`config.mk`:
```
export PLATFORM = sky130hd
export DESIGN_NAME = gige_status_mmd_access_regs
export DESIGN_NICKNAME = d
export VERILOG_FILES = /design/src/gige_mgmt_pkg.sv /design/src/gige_status_mmd_access_regs.sv
export SDC_FILE = /design/constraint.sdc
export NUM_CORES = 2
export LEC_CHECK = 0
export BUFFER_PORTS_ARGS = -buffer_cell sky130_fd_sc_hd__buf_2
export CAP_MARGIN = 20
export CORE_MARGIN = 10
export CORE_UTILIZATION = 52
export CTS_BUF_LIST = sky130_fd_sc_hd__clkbuf_2
export CTS_CLUSTER_DIAMETER = 100
export DETAILED_ROUTE_END_ITERATION = 8
export GPL_TIMING_DRIVEN = 0
export PLACE_DENSITY = 0.79
export SETUP_SLACK_MARGIN = 0.4
export SYNTH_ARGS = -nofsm -noshare
export SYNTH_HDL_FRONTEND = slang
export SYNTH_SLANG_ARGS = --single-unit
export TNS_END_PERCENT = 10
```
`constraint.sdc`:
```
create_clock -name sys_clk -period 6 [get_ports sys_clk]
set_input_delay 0.6 -clock sys_clk [delete_from_list [all_inputs] [get_ports sys_clk]]
set_output_delay 0.6 -clock sys_clk [all_outputs]
set_load 0.02 [all_outputs]
```
`src/gige_mgmt_pkg.sv`:
```
// shared constants and types for the gigabit status and indirect access registers
package gige_mgmt_pkg;
    // register offsets on the management link
    localparam logic [4:0] REG_GIGABIT_LINK_STATUS = 5'h0a;
    localparam logic [4:0] REG_RSVD_POWER_CTRL = 5'h0b;
    localparam logic [4:0] REG_RSVD_POWER_STATUS = 5'h0c;
    localparam logic [4:0] REG_INDIRECT_CONTROL = 5'h0d;
    localparam logic [4:0] REG_INDIRECT_WINDOW = 5'h0e;
    localparam logic [4:0] REG_EXT_CAPABILITY = 5'h0f;

    // reset values
    localparam logic [15:0] GIGABIT_LINK_STATUS_RST = 16'h0000;
    localparam logic [15:0] RSVD_POWER_RST = 16'h0000;
    localparam logic [15:0] INDIRECT_CONTROL_RST = 16'h0000;
    localparam logic [15:0] INDIRECT_WINDOW_RST = 16'h0000;
    localparam logic [15:0] EXT_CAPABILITY_RST = 16'h3000;

    // gigabit_link_status field positions
    localparam int MS_FAULT_BIT = 15;
    localparam int MS_RESULT_BIT = 14;
    localparam int LOCAL_RX_OK_BIT = 13;
    localparam int REMOTE_RX_OK_BIT = 12;
    localparam int PARTNER_FD_BIT = 11;
    localparam int PARTNER_HD_BIT = 10;
    localparam int IDLE_ERR_MSB = 7;

    // indirect_access_control field positions
    localparam int ACCESS_TYPE_MSB = 15;
    localparam int ACCESS_TYPE_LSB = 14;
    localparam int DEVICE_NUM_MSB = 4;

    // master/slave resolution failures that raise the fault
    localparam logic [2:0] MS_FAIL_LIMIT = 3'h7;
    localparam logic [7:0] IDLE_ERR_MAX = 8'hff;

    // management frame layout
    localparam logic [5:0] PREAMBLE_ONES = 6'h20;
    localparam logic [4:0] HEADER_BITS = 5'h0c;
    localparam logic [4:0] DATA_BITS = 5'h10;
    localparam logic [1:0] OPCODE_READ = 2'h2;
    localparam logic [1:0] OPCODE_WRITE = 2'h1;
    localparam int MMD_COUNT = 32;

    typedef enum logic [1:0] {
        ACC_ADDRESS = 2'b00,
        ACC_DATA = 2'b01,
        ACC_DATA_POST_INCREMENT = 2'b10,
        ACC_DATA_POST_INCREMENT_WR = 2'b11
    } access_type_t;

    typedef enum logic [2:0] {
        FR_PREAMBLE = 3'b000,
        FR_START = 3'b001,
        FR_HEADER = 3'b010,
        FR_TURN = 3'b011,
        FR_DATA = 3'b100
    } frame_state_t;

    // status from the physical-layer state machines, all on sys_clk
    typedef struct packed {
        logic ms_resolve_fail;   // pulse: one failed resolution attempt
        logic an_enable;         // pulse: auto-negotiation enabled
        logic an_complete;       // pulse: auto-negotiation complete
        logic ms_is_master;      // level: resolved to master
        logic local_rx_ok;       // level
        logic remote_rx_ok;      // level
        logic partner_fd;        // level: partner 1000t full duplex
        logic partner_hd;        // level: partner 1000t half duplex
        logic receiving_idle;    // level
        logic both_rx_ok_mode;   // level: transmit mode says both receivers ok
        logic rx_error_symbol;   // pulse: one symbol period with receive error
        logic pcs_reset;         // pulse: coding sublayer reset
    } phy_status_t;

    // request towards the selected mmd
    typedef struct packed {
        logic rd;
        logic wr;
        logic [4:0] dev;
        logic [15:0] addr;
        logic [15:0] wdata;
    } mmd_req_t;
endpackage : gige_mgmt_pkg

```
`src/gige_status_mmd_access_regs.sv`:
```
// management registers 0x0a..0x0f with the serial management slave
`timescale 1ns/1ps

// Operation
// - fault flag latches high and clears on each status register read.
// - fault flag also clears on auto-negotiation enable or completion.
// - fault flag sets when failed master/slave resolutions reach seven.
// - bit 14 shows resolution result, one for master, zero for slave.
// - bit 13 shows local receiver ok.
// - bit 12 shows remote receiver ok.
// - bits 11 and 10 show partner 1000t full and half duplex ability.
// - bits 7:0 count idle errors only while both receivers are ok.
// - counter steps once per symbol period with receive error.
// - counter clears on status register read and coding sublayer reset.
// - counter saturates at all ones instead of wrapping.
// - registers 0x0b and 0x0c read zero; management writes zeros.
// - each mmd keeps its own address register.
// - window accesses go to the mmd named in control bits 4:0.
// - access type zero targets the selected mmd's address register.
// - plain data mode targets the pointed register, address unchanged.
// - post-increment mode bumps the address after each read or write.
// - write-only post-increment bumps after writes, not after reads.
// - window carries either the address or the pointed register content.
// - extended capability register is read-only; writes have no effect.
// - extended capability reports 1000x and 1000t abilities, resets to 0x3000.
module gige_status_mmd_access_regs
    import gige_mgmt_pkg::*;
(
    input wire logic sys_clk,            // 50 mhz system clock
    input wire logic resetn,             // async reset, active low
    input wire logic mdc,                // management clock from the station
    input wire logic mdio_i,             // management data in
    output logic mdio_o,                 // management data out
    output logic mdio_oe,                // high while driving mdio
    input wire logic [4:0] phy_addr,     // station address of this device
    input wire phy_status_t phy_status,  // status from the line side
    output mmd_req_t mmd_req,            // registered request to the mmds
    input wire logic [15:0] mmd_rdata    // content at mmd_req.dev/addr
);
    logic mdc_s1_r, mdc_s2_r, mdc_s3_r;
    logic mdio_s1_r, mdio_s2_r;
    logic [4:0] phy_addr_s1_r, phy_addr_s2_r;
    logic bit_stb;

    frame_state_t state_r;
    logic [5:0] ones_r;
    logic [4:0] cnt_r;
    logic [11:0] hdr_r;
    logic [15:0] shift_r;
    logic is_read_r, mine_r;
    logic [4:0] regad_r;
    logic hdr_done, read_take, write_take, read_done;
    logic hdr_mine;

    logic ms_fault_r;
    logic [2:0] ms_fail_cnt_r;
    logic [7:0] idle_err_r;
    access_type_t acc_type_r;
    logic [4:0] dev_num_r;
    logic [15:0] mmd_addr_r [MMD_COUNT];
    logic [15:0] sel_addr;
    logic [15:0] rd_value;
    logic status_read;

    // pins and strap come from outside this clock's domain
    always_ff @(posedge sys_clk or negedge resetn) begin
        if (!resetn) begin
            mdc_s1_r <= 1'b0;
            mdc_s2_r <= 1'b0;
            mdc_s3_r <= 1'b0;
            mdio_s1_r <= 1'b1;
            mdio_s2_r <= 1'b1;
            phy_addr_s1_r <= 5'h00;
            phy_addr_s2_r <= 5'h00;
        end else begin
            mdc_s1_r <= mdc;
            mdc_s2_r <= mdc_s1_r;
            mdc_s3_r <= mdc_s2_r;
            mdio_s1_r <= mdio_i;
            mdio_s2_r <= mdio_s1_r;
            phy_addr_s1_r <= phy_addr;
            phy_addr_s2_r <= phy_addr_s1_r;
        end
    end

    assign bit_stb = mdc_s2_r & ~mdc_s3_r;

    assign hdr_mine = (hdr_r[9:5] == phy_addr_s2_r)
                   && (hdr_r[4:0] >= REG_GIGABIT_LINK_STATUS)
                   && ((hdr_r[11:10] == OPCODE_READ) || (hdr_r[11:10] == OPCODE_WRITE));
    assign hdr_done = bit_stb && (state_r == FR_HEADER) && (cnt_r == HEADER_BITS - 5'h01);
    // mine_r and regad_r only land at this strobe, so the take decodes the header itself
    assign read_take = bit_stb && (state_r == FR_TURN) && (cnt_r == 5'h00) && hdr_mine
                    && (hdr_r[11:10] == OPCODE_READ);
    assign write_take = bit_stb && (state_r == FR_DATA) && (cnt_r == DATA_BITS - 5'h01)
                     && mine_r && !is_read_r;
    assign read_done = bit_stb && (state_r == FR_DATA) && (cnt_r == DATA_BITS - 5'h01)
                    && mine_r && is_read_r;
    assign status_read = read_take && (hdr_r[4:0] == REG_GIGABIT_LINK_STATUS);

    // frame sequencing: preamble, start, header, turnaround, data
    always_ff @(posedge sys_clk or negedge resetn) begin
        if (!resetn) begin
            state_r <= FR_PREAMBLE;
            ones_r <= 6'h00;
            cnt_r <= 5'h00;
            hdr_r <= 12'h000;
            is_read_r <= 1'b0;
            mine_r <= 1'b0;
            regad_r <= 5'h00;
        end else if (bit_stb) begin
            case (state_r)
                FR_PREAMBLE: begin
                    if (mdio_s2_r) begin
                        if (ones_r != PREAMBLE_ONES) begin
                            ones_r <= ones_r + 6'h01;
                        end
                    end else if (ones_r == PREAMBLE_ONES) begin
                        state_r <= FR_START;
                        ones_r <= 6'h00;
                    end else begin
                        ones_r <= 6'h00;
                    end
                end
                FR_START: begin
                    state_r <= mdio_s2_r ? FR_HEADER : FR_PREAMBLE;
                    cnt_r <= 5'h00;
                end
                FR_HEADER: begin
                    hdr_r <= {hdr_r[10:0], mdio_s2_r};
                    cnt_r <= cnt_r + 5'h01;
                    if (hdr_done) begin
                        state_r <= FR_TURN;
                        cnt_r <= 5'h00;
                    end
                end
                FR_TURN: begin
                    cnt_r <= cnt_r + 5'h01;
                    if (cnt_r == 5'h00) begin
                        // full header is in hdr_r by now
                        mine_r <= hdr_mine;
                        is_read_r <= (hdr_r[11:10] == OPCODE_READ);
                        regad_r <= hdr_r[4:0];
                    end else begin
                        state_r <= FR_DATA;
                        cnt_r <= 5'h00;
                    end
                end
                FR_DATA: begin
                    cnt_r <= cnt_r + 5'h01;
                    if (cnt_r == DATA_BITS - 5'h01) begin
                        state_r <= FR_PREAMBLE;
                        mine_r <= 1'b0;
                    end
                end
                default: begin
                    state_r <= FR_PREAMBLE;
                end
            endcase
        end
    end

    assign sel_addr = mmd_addr_r[dev_num_r];

    // read mux; hdr_r holds the register number at the take
    always_comb begin
        rd_value = 16'h0000;
        if (hdr_r[4:0] == REG_GIGABIT_LINK_STATUS) begin
            rd_value[MS_FAULT_BIT] = ms_fault_r;
            rd_value[MS_RESULT_BIT] = phy_status.ms_is_master;
            rd_value[LOCAL_RX_OK_BIT] = phy_status.local_rx_ok;
            rd_value[REMOTE_RX_OK_BIT] = phy_status.remote_rx_ok;
            rd_value[PARTNER_FD_BIT] = phy_status.partner_fd;
            rd_value[PARTNER_HD_BIT] = phy_status.partner_hd;
            rd_value[IDLE_ERR_MSB:0] = idle_err_r;
        end else if (hdr_r[4:0] == REG_RSVD_POWER_CTRL) begin
            rd_value = RSVD_POWER_RST;
        end else if (hdr_r[4:0] == REG_RSVD_POWER_STATUS) begin
            rd_value = RSVD_POWER_RST;
        end else if (hdr_r[4:0] == REG_INDIRECT_CONTROL) begin
            rd_value[ACCESS_TYPE_MSB:ACCESS_TYPE_LSB] = acc_type_r;
            rd_value[DEVICE_NUM_MSB:0] = dev_num_r;
        end else if (hdr_r[4:0] == REG_INDIRECT_WINDOW) begin
            // address or pointed content, by access type
            rd_value = (acc_type_r == ACC_ADDRESS) ? sel_addr : mmd_rdata;
        end else if (hdr_r[4:0] == REG_EXT_CAPABILITY) begin
            rd_value = EXT_CAPABILITY_RST;
        end
    end

    // data shifter and pin drive; turnaround bit two is driven low
    always_ff @(posedge sys_clk or negedge resetn) begin
        if (!resetn) begin
            shift_r <= 16'h0000;
            mdio_o <= 1'b0;
            mdio_oe <= 1'b0;
        end else if (bit_stb) begin
            if (read_take) begin
                shift_r <= rd_value;
                mdio_o <= 1'b0;
                mdio_oe <= 1'b1;
            end else if (state_r == FR_TURN && cnt_r != 5'h00 && mine_r && is_read_r) begin
                mdio_o <= shift_r[15];
                shift_r <= {shift_r[14:0], 1'b0};
            end else if (state_r == FR_DATA && cnt_r != DATA_BITS - 5'h01) begin
                if (mine_r && is_read_r) begin
                    mdio_o <= shift_r[15];
                    shift_r <= {shift_r[14:0], 1'b0};
                end else begin
                    shift_r <= {shift_r[14:0], mdio_s2_r};
                end
            end else begin
                if (state_r == FR_DATA) begin
                    shift_r <= {shift_r[14:0], mdio_s2_r};
                end
                mdio_o <= 1'b0;
                mdio_oe <= 1'b0;
            end
        end
    end

    // master/slave fault: set beats any clear in the same cycle
    always_ff @(posedge sys_clk or negedge resetn) begin
        if (!resetn) begin
            ms_fail_cnt_r <= 3'h0;
            ms_fault_r <= 1'b0;
        end else begin
            if (phy_status.an_enable || phy_status.an_complete) begin
                ms_fail_cnt_r <= 3'h0;
            end else if (phy_status.ms_resolve_fail && ms_fail_cnt_r != MS_FAIL_LIMIT) begin
                ms_fail_cnt_r <= ms_fail_cnt_r + 3'h1;
            end
            if (phy_status.ms_resolve_fail
                && (ms_fail_cnt_r >= MS_FAIL_LIMIT - 3'h1)) begin
                ms_fault_r <= 1'b1;
            end else if (status_read) begin
                ms_fault_r <= 1'b0;
            end else if (phy_status.an_enable || phy_status.an_complete) begin
                ms_fault_r <= 1'b0;
            end
        end
    end

    // idle error counter; an error in the read cycle survives as one count
    always_ff @(posedge sys_clk or negedge resetn) begin
        if (!resetn) begin
            idle_err_r <= 8'h00;
        end else if (phy_status.pcs_reset) begin
            idle_err_r <= 8'h00;
        end else if (phy_status.rx_error_symbol && phy_status.receiving_idle
                     && phy_status.both_rx_ok_mode) begin
            if (status_read) begin
                idle_err_r <= 8'h01;
            end else if (idle_err_r != IDLE_ERR_MAX) begin
                idle_err_r <= idle_err_r + 8'h01;
            end
        end else if (status_read) begin
            idle_err_r <= 8'h00;
        end
    end

    // control register; writes to status, reserved and capability are dropped
    always_ff @(posedge sys_clk or negedge resetn) begin
        if (!resetn) begin
            acc_type_r <= ACC_ADDRESS;
            dev_num_r <= 5'h00;
        end else if (write_take && regad_r == REG_INDIRECT_CONTROL) begin
            acc_type_r <= access_type_t'(shift_r[ACCESS_TYPE_MSB - 1:ACCESS_TYPE_LSB - 1]);
            dev_num_r <= {shift_r[DEVICE_NUM_MSB - 1:0], mdio_s2_r};
        end
    end

    // one address register per mmd
    always_ff @(posedge sys_clk or negedge resetn) begin
        if (!resetn) begin
            for (int i = 0; i < MMD_COUNT; i++) begin
                mmd_addr_r[i] <= INDIRECT_WINDOW_RST;
            end
        end else if (write_take && regad_r == REG_INDIRECT_WINDOW) begin
            if (acc_type_r == ACC_ADDRESS) begin
                mmd_addr_r[dev_num_r] <= {shift_r[14:0], mdio_s2_r};
            end else if (acc_type_r != ACC_DATA) begin
                mmd_addr_r[dev_num_r] <= sel_addr + 16'h0001;
            end
        end else if (read_done && regad_r == REG_INDIRECT_WINDOW
                     && acc_type_r == ACC_DATA_POST_INCREMENT) begin
            mmd_addr_r[dev_num_r] <= sel_addr + 16'h0001;
        end
    end

    // request to the selected mmd, address taken before any increment
    always_ff @(posedge sys_clk or negedge resetn) begin
        if (!resetn) begin
            mmd_req <= '0;
        end else begin
            mmd_req.dev <= dev_num_r;
            mmd_req.addr <= sel_addr;
            mmd_req.rd <= read_take && hdr_r[4:0] == REG_INDIRECT_WINDOW
                          && acc_type_r != ACC_ADDRESS;
            mmd_req.wr <= write_take && regad_r == REG_INDIRECT_WINDOW
                          && acc_type_r != ACC_ADDRESS;
            if (write_take) begin
                mmd_req.wdata <= {shift_r[14:0], mdio_s2_r};
            end
        end
    end
endmodule : gige_status_mmd_access_regs
```
; ---- After elaboration in Yosys (flattened, before gate mapping)
; Cells that the tools add are included.
[op_classes]
mux = 59
n_addsub = 5
n_eq_ne = 35
bitwise = 3
order_cmp = 4
reduce_logical = 58
[ops]
columns = cell, n
row1 = $mux 512, 4
row2 = $bwmux 512, 2
row3 = $mux 16, 11
row4 = $bmux 16 s5, 1
row5 = $demux 16 s5, 1
row6 = $eq 5x4->1 const B, 10
row7 = $mux 8, 6
row8 = $logic_and 1x1->1, 31
row9 = $mux 3, 7
row10 = $pmux 5 s4, 1
row11 = $mux 6, 3
row12 = $add 16x1->16 const B, 1
row13 = $ne 2x2->1 const B, 8
row14 = $mux 5, 3
row15 = $pmux 3 s5, 1
row16 = $mux 14, 1
row17 = $mux 1, 13
row18 = $reduce_and 2->1, 6
row19 = $mux 9, 1
row20 = $reduce_and 3->1, 3
row21 = $reduce_bool 3->1, 3
row22 = $add 8x1->8 const B, 1
row23 = $ne 8x8->1 const B, 1
row24 = $reduce_bool 2->1, 4
row25 = 34 further kinds, 41
[totals]
output_inout_bits = 41
regBits = 636

; ---- Depth between registers and ports, before layout
[depth]
ltp_word = 11
depth_mapped = 16

; ---- Worst setup path before layout
; Ideal clock, no wire load.
[synth_path]
kind = register to register
from = register dev_num_r[0]
to = register mmd_addr_r[126] (netlist name)
stages_incl_launch_ff = 14
arrival_ns = 2.890
path_slack_ns = 2.976
period_less_slack_ns = 3.024
required_ns = 5.866
n_path_buf = 3
cell_sequence = dfrtp_1 -> buf_4 -> or4_1 -> buf_2 -> o22ai_1 -> nor4_1 -> nand2_1 -> ha_1 -> nand3_1 -> nor4_1 -> xor2_1 -> mux2i_1 -> buf_2 -> a21oi_1
[synth_between]
elab_chain_cells = 9
elab_cells_between_ends = 16
[synth_lines]
columns = element, line_no
row1 = from (decl), gige_status_mmd_access_regs.sv:59  ; logic [4:0] dev_num_r;
row2 = from (signal assigned), gige_status_mmd_access_regs.sv:269  ; dev_num_r <= {shift_r[DEVICE_NUM_MSB - 1:0], mdio_s2_r};
row3 = $not 5->6 (implied by the code) (*), gige_status_mmd_access_regs.sv:163  ; assign sel_addr = mmd_addr_r[dev_num_r];
row4 = $bmux 16 s5 (*), gige_status_mmd_access_regs.sv:163
row5 = $mux 16 (implied by the code) (*) (2 in a row), gige_status_mmd_access_regs.sv:163
row6 = named net sel_addr[0], gige_status_mmd_access_regs.sv:61  ; logic [15:0] sel_addr;
row7 = $add 16x1->16 (*), "gige_status_mmd_access_regs.sv:283, gige_status_mmd_access_regs.sv:287"
row8 = $bwmux 512 (*), "gige_status_mmd_access_regs.sv:283, gige_status_mmd_access_regs.sv:287"
row9 = $mux 512, gige_status_mmd_access_regs.sv:282  ; end else if (acc_type_r != ACC_DATA) begin
row10 = $mux 512, gige_status_mmd_access_regs.sv:280  ; if (acc_type_r == ACC_ADDRESS) begin
row11 = $mux 512 (*), gige_status_mmd_access_regs.sv:279  ; end else if (write_take && regad_r == REG_INDIRECT_WINDOW) begin
row12 = "to (signal, indexed assignment)", gige_status_mmd_access_regs.sv:281  ; mmd_addr_r[dev_num_r] <= {shift_r[14:0], mdio_s2_r};
row13 = "to (signal, indexed assignment)", gige_status_mmd_access_regs.sv:283  ; mmd_addr_r[dev_num_r] <= sel_addr + 16'h0001;
row14 = "to (signal, indexed assignment)", gige_status_mmd_access_regs.sv:287  ; mmd_addr_r[dev_num_r] <= sel_addr + 16'h0001;
row15 = to (decl), gige_status_mmd_access_regs.sv:60  ; logic [15:0] mmd_addr_r [MMD_COUNT];
; The timed path passes the listed nets; every way through them passes the cells marked *. The select of a mux whose other input is x is not followed.
; A chain may end at the register's enable or synchronous reset.

; ---- Final worst setup path
[layout_path]
from = register dev_num_r[1]
to = register mmd_addr_r[104] (netlist name)
; Same word-level chain as after synthesis.

==> out/results.ini <==
[place]
place_area_um2 = 30510
gp_congestion = 1.044
dp_hpwl_um = 75450
portBuffers = 76

[clocking]
cts_max_level = 4
path_clk_slew_ns = 0.13
cts_sinks = 636
cts_tree = built
cts_root_buf = clkbuf_2
clk_latency_ns = 1.47
cts_setup_buffers = 0
cts_buffers = 160
clockBufferDepth = 3

[timing]
finalHoldViolations = 0
fin_skew_ns = 0.07074
worstMarginPinSlew_ns = 1.323
post-route-period-util_pct = 95.04
min_period_ns = 5.702
rsz0062_at_grt = false
fmax_mhz = 175.4
drv_slew = 0
tns_ns = 0
finalHoldWorstSlack_ns = 0.1611
slew_headroom_pct = 10.96
setup_viol = 0

[drt]
vias_per_cell = 6.446
wl_per_cell_um = 26.58
ant_nets = 0
drtPass1Iterations = 8
drc = 0
vias = 25790
drt_first_iter_violations = 4219
drt_wl_total_um = 106400

[final_layout]
area_delta_synth_final_pct = 11.68
final.fill_count = 4614
final_area_um2 = 32390
final_nets = 3199
drive_gt1_share_pct = 15.17

[setup_path]
r2r_start = dev_num_r[1]
worst_setup_path_start_kind = flip-flop
r2r_cells = 13
regToRegSetupSlack_ns = 0.30
crit_path_frequent_cell = buf_2
r2r_end = mmd_addr_r[104]
endpoint_kind = flip-flop
critPathSlowestCell = nor4_1
critPathArrivalTime_ns = 6.96
slowest_delay_ns = 0.90
worstSetupPathType = reg -> reg
crit_chain = buf_2 > buf_2 > buf_2 > mux2i_1 > o22ai_1 > nor4_1 > nand2_1 > nand4_4 > nor2_1 > xor2_1 > mux2i_1 > clkbuf_1 > o21ai_0
cp_max_fo = 10
required_ns = 7.26

[logic_synthesis]
synth_area_um2 = 29000
ys_seq_area_share_pct = 54.88
synth_edf_count = 0
ys_warn_count = 0
yosysUniqueCellTypes = 70
synth_seq_cells = 636
synth_area_per_cell_um2 = 10.18
netlist_instances = 2849
synthesis.nets = 2897
synthFlopType = dfrtp_1
synthArstFlopShare_pct = 100.0

[global_route]
grt_pass1_vias = 24880
antenna_found_initial = 2
grt_pass1_wl_um = 157700
overflow = 0
grt_max_degree = 130
track_usage_pct = 31.80

[hold_path]
min_path_type = in -> reg
hold_depth = 3
min_to = idle_err_r[7]
min_from = phy_status[0]

[die]
die_w_um = 256.2
io_pins = 78
core-area_um2 = 55200
die_area_um2 = 65620
die_y_um = 256.2
start_util_pct = 52.54
core.rowCount = 86

[flow_run]
drv_cap = 0

[power]
power.density_nw_per_um2 = 226.5
p_leak_nw = 14.19
vdd_drop_max_mv = 0.2091

[run_status]
status = finished, final reports clean

-- layer usage --
layer / up-vias / wire (µm) / GRT usage [%]
met1: 12750 / 40810 / 41.74
met5: - / 13 / 0
li1: 10870 / - / -
met2: 1848 / 46880 / 47.24
met4: 2 / 4353 / 12.66
met3: 326 / 14300 / 11.55
-- logic make-up after synthesis --
kind of cell / Yosys count / synth area share (%)
AO/OA/AOI/OAI: 771 / 16.31
XOR/XNOR: 25 / 0.7549
adder cells (fa/ha/maj): 12 / 0.5090
buffers and inverters: 238 / 3.662
flip-flops: 636 / 54.88
multiplexers: 299 / 10.88
AND/OR/NAND/NOR: 868 / 13.00
-- how the worst max path moves through the flow --
stage | endpoint | depth (start not counted) | slack, ns | startpoint
detailed placement | mmd_addr_r[248] | 12 | 0.45 | dev_num_r[3]
global placement | mmd_addr_r[155] | 1 | -8.18 | resetn
floorplan | mmd_addr_r[126] | 13 | 2.98 | dev_num_r[0]
global route | mmd_addr_r[248] | 12 | 0.41 | dev_num_r[3]
finish | mmd_addr_r[104] | 13 | 0.30 | dev_num_r[1]
CTS | mmd_addr_r[248] | 13 | 0.46 | dev_num_r[1]
-- cells in the final DEF, fill, tap and decap left out, types with 4 or more instances in the layout --
cell type	Yosys	routed
a221oi_1	82	82
nand4_1	7	7
dfrtp_1	634	634
inv_2	0	4
ha_1	11	11
clkbuf_2	0	238
or4b_1	4	4
nor2_1	334	334
mux4_2	8	8
and3_1	10	10
nand4b_1	4	4
a21oi_1	134	134
nand4bb_1	6	6
o21ai_0	329	329
a31oi_1	41	41
nand2_1	381	381
a22oi_1	12	12
nor3b_1	6	6
nor4_1	34	31
nand3_1	15	15
inv_1	16	16
buf_6	8	8
dlygate4sd3_1	0	55
buf_16	0	6
o22ai_1	121	121
nor4_2	3	6
buf_4	13	13
mux2i_1	249	249
a222oi_1	7	7
nand2b_1	10	10
xor2_1	13	13
nor3_1	15	15
clkbuf_1	150	149
nand2_2	4	4
a221oi_2	23	23
xnor2_1	12	12
mux2_2	41	41
nor2b_1	10	10
clkinv_1	0	19
buf_2	48	126
-- synth_stat cells (11+ instances only) --
cell type | n | area [µm²]
nand3_1 | 15 | 75.07
mux2i_1 | 249 | 2492
ha_1 | 11 | 137.6
a31oi_1 | 41 | 256.5
nor4_1 | 34 | 212.7
nor2_1 | 334 | 1254
o22ai_1 | 121 | 757.0
xnor2_1 | 12 | 105.1
nand2_1 | 381 | 1430
o21ai_0 | 329 | 1647
a21oi_1 | 134 | 670.6
dfrtp_1 | 634 | 15870
mux2_2 | 41 | 461.7
inv_1 | 16 | 60.06
buf_4 | 13 | 97.59
xor2_1 | 13 | 113.9
a221oi_2 | 23 | 345.3
buf_2 | 48 | 240.2
a22oi_1 | 12 | 90.09
clkbuf_1 | 150 | 563.0
a221oi_1 | 82 | 718.2
nor3_1 | 15 | 75.07
-- flip-flops by register name, indices dropped and copies added, names as in the netlist, 5 cells and up --
signal         count
shift_r           16
mmd_addr_r       512
regad_r            5
idle_err_r         8
cnt_r              5
phy_addr_s2_r      5
dev_num_r          5
ones_r             6
hdr_r             12
phy_addr_s1_r      5
mmd_req           39
-- worst max-delay path, delay by kind of cell, from the launching register on --
kind / cells / cell delay (ns)
multiplexers: 2 / 1.26
buffers and inverters: 4 / 1.64
AO/OA/AOI/OAI: 2 / 0.43
flip-flops: 1 / 0.39
XOR/XNOR: 1 / 0.16
AND/OR/NAND/NOR: 4 / 1.65
-- stage by stage --
step,setup slack [ns],instances,utilization (%),power (mW)
finish,0.2975,4001,58.68,7.335
global route,0.4060,3999,58.67,7.581
CTS,0.4615,3997,58.63,7.326
detailed placement,0.4518,3681,55.27,4.520
global placement,-8.182,3673,54.93,4.503
floorplan,2.976,2849,-,4.400
-- repair_timing --
| item | 4_1_cts | 5_1_grt |
|---|---|---|
| hold buffers | 55 | 0 |
| gates resized for setup | 1 | 2 |
| endpoints found under the setup margin | 3 | 30 |
| endpoints found under the hold margin | 671 | 0 |
-- power by group --
part / leakage [nW] / switching [mW] / internal, mW
clock network: 1.05 / 1.81 / 1.07
logic: 4.38 / 0.112 / 0.0476
registers: 8.77 / 0.00646 / 4.29
total: 14.2 / 1.92 / 5.41
-- cell type report --
| type | count | area, µm² | share of cell area (%) |
|---|---|---|---|
| inverter | 16 | 60.06 | 0.1854 |
| sequential | 636 | 15920 | 49.14 |
| tap | 748 | 935.9 | 2.889 |
| buffer | 222 | 1003 | 3.098 |
| multi-input combinational | 1975 | 12040 | 37.18 |
| antenna | 3 | 7.507 | 0.02318 |
| clock inverter | 24 | 116.4 | 0.3592 |
| clock buffer | 237 | 1186 | 3.662 |
| timing repair buffer | 140 | 1121 | 3.461 |
(Power assumes the default switching activity.)
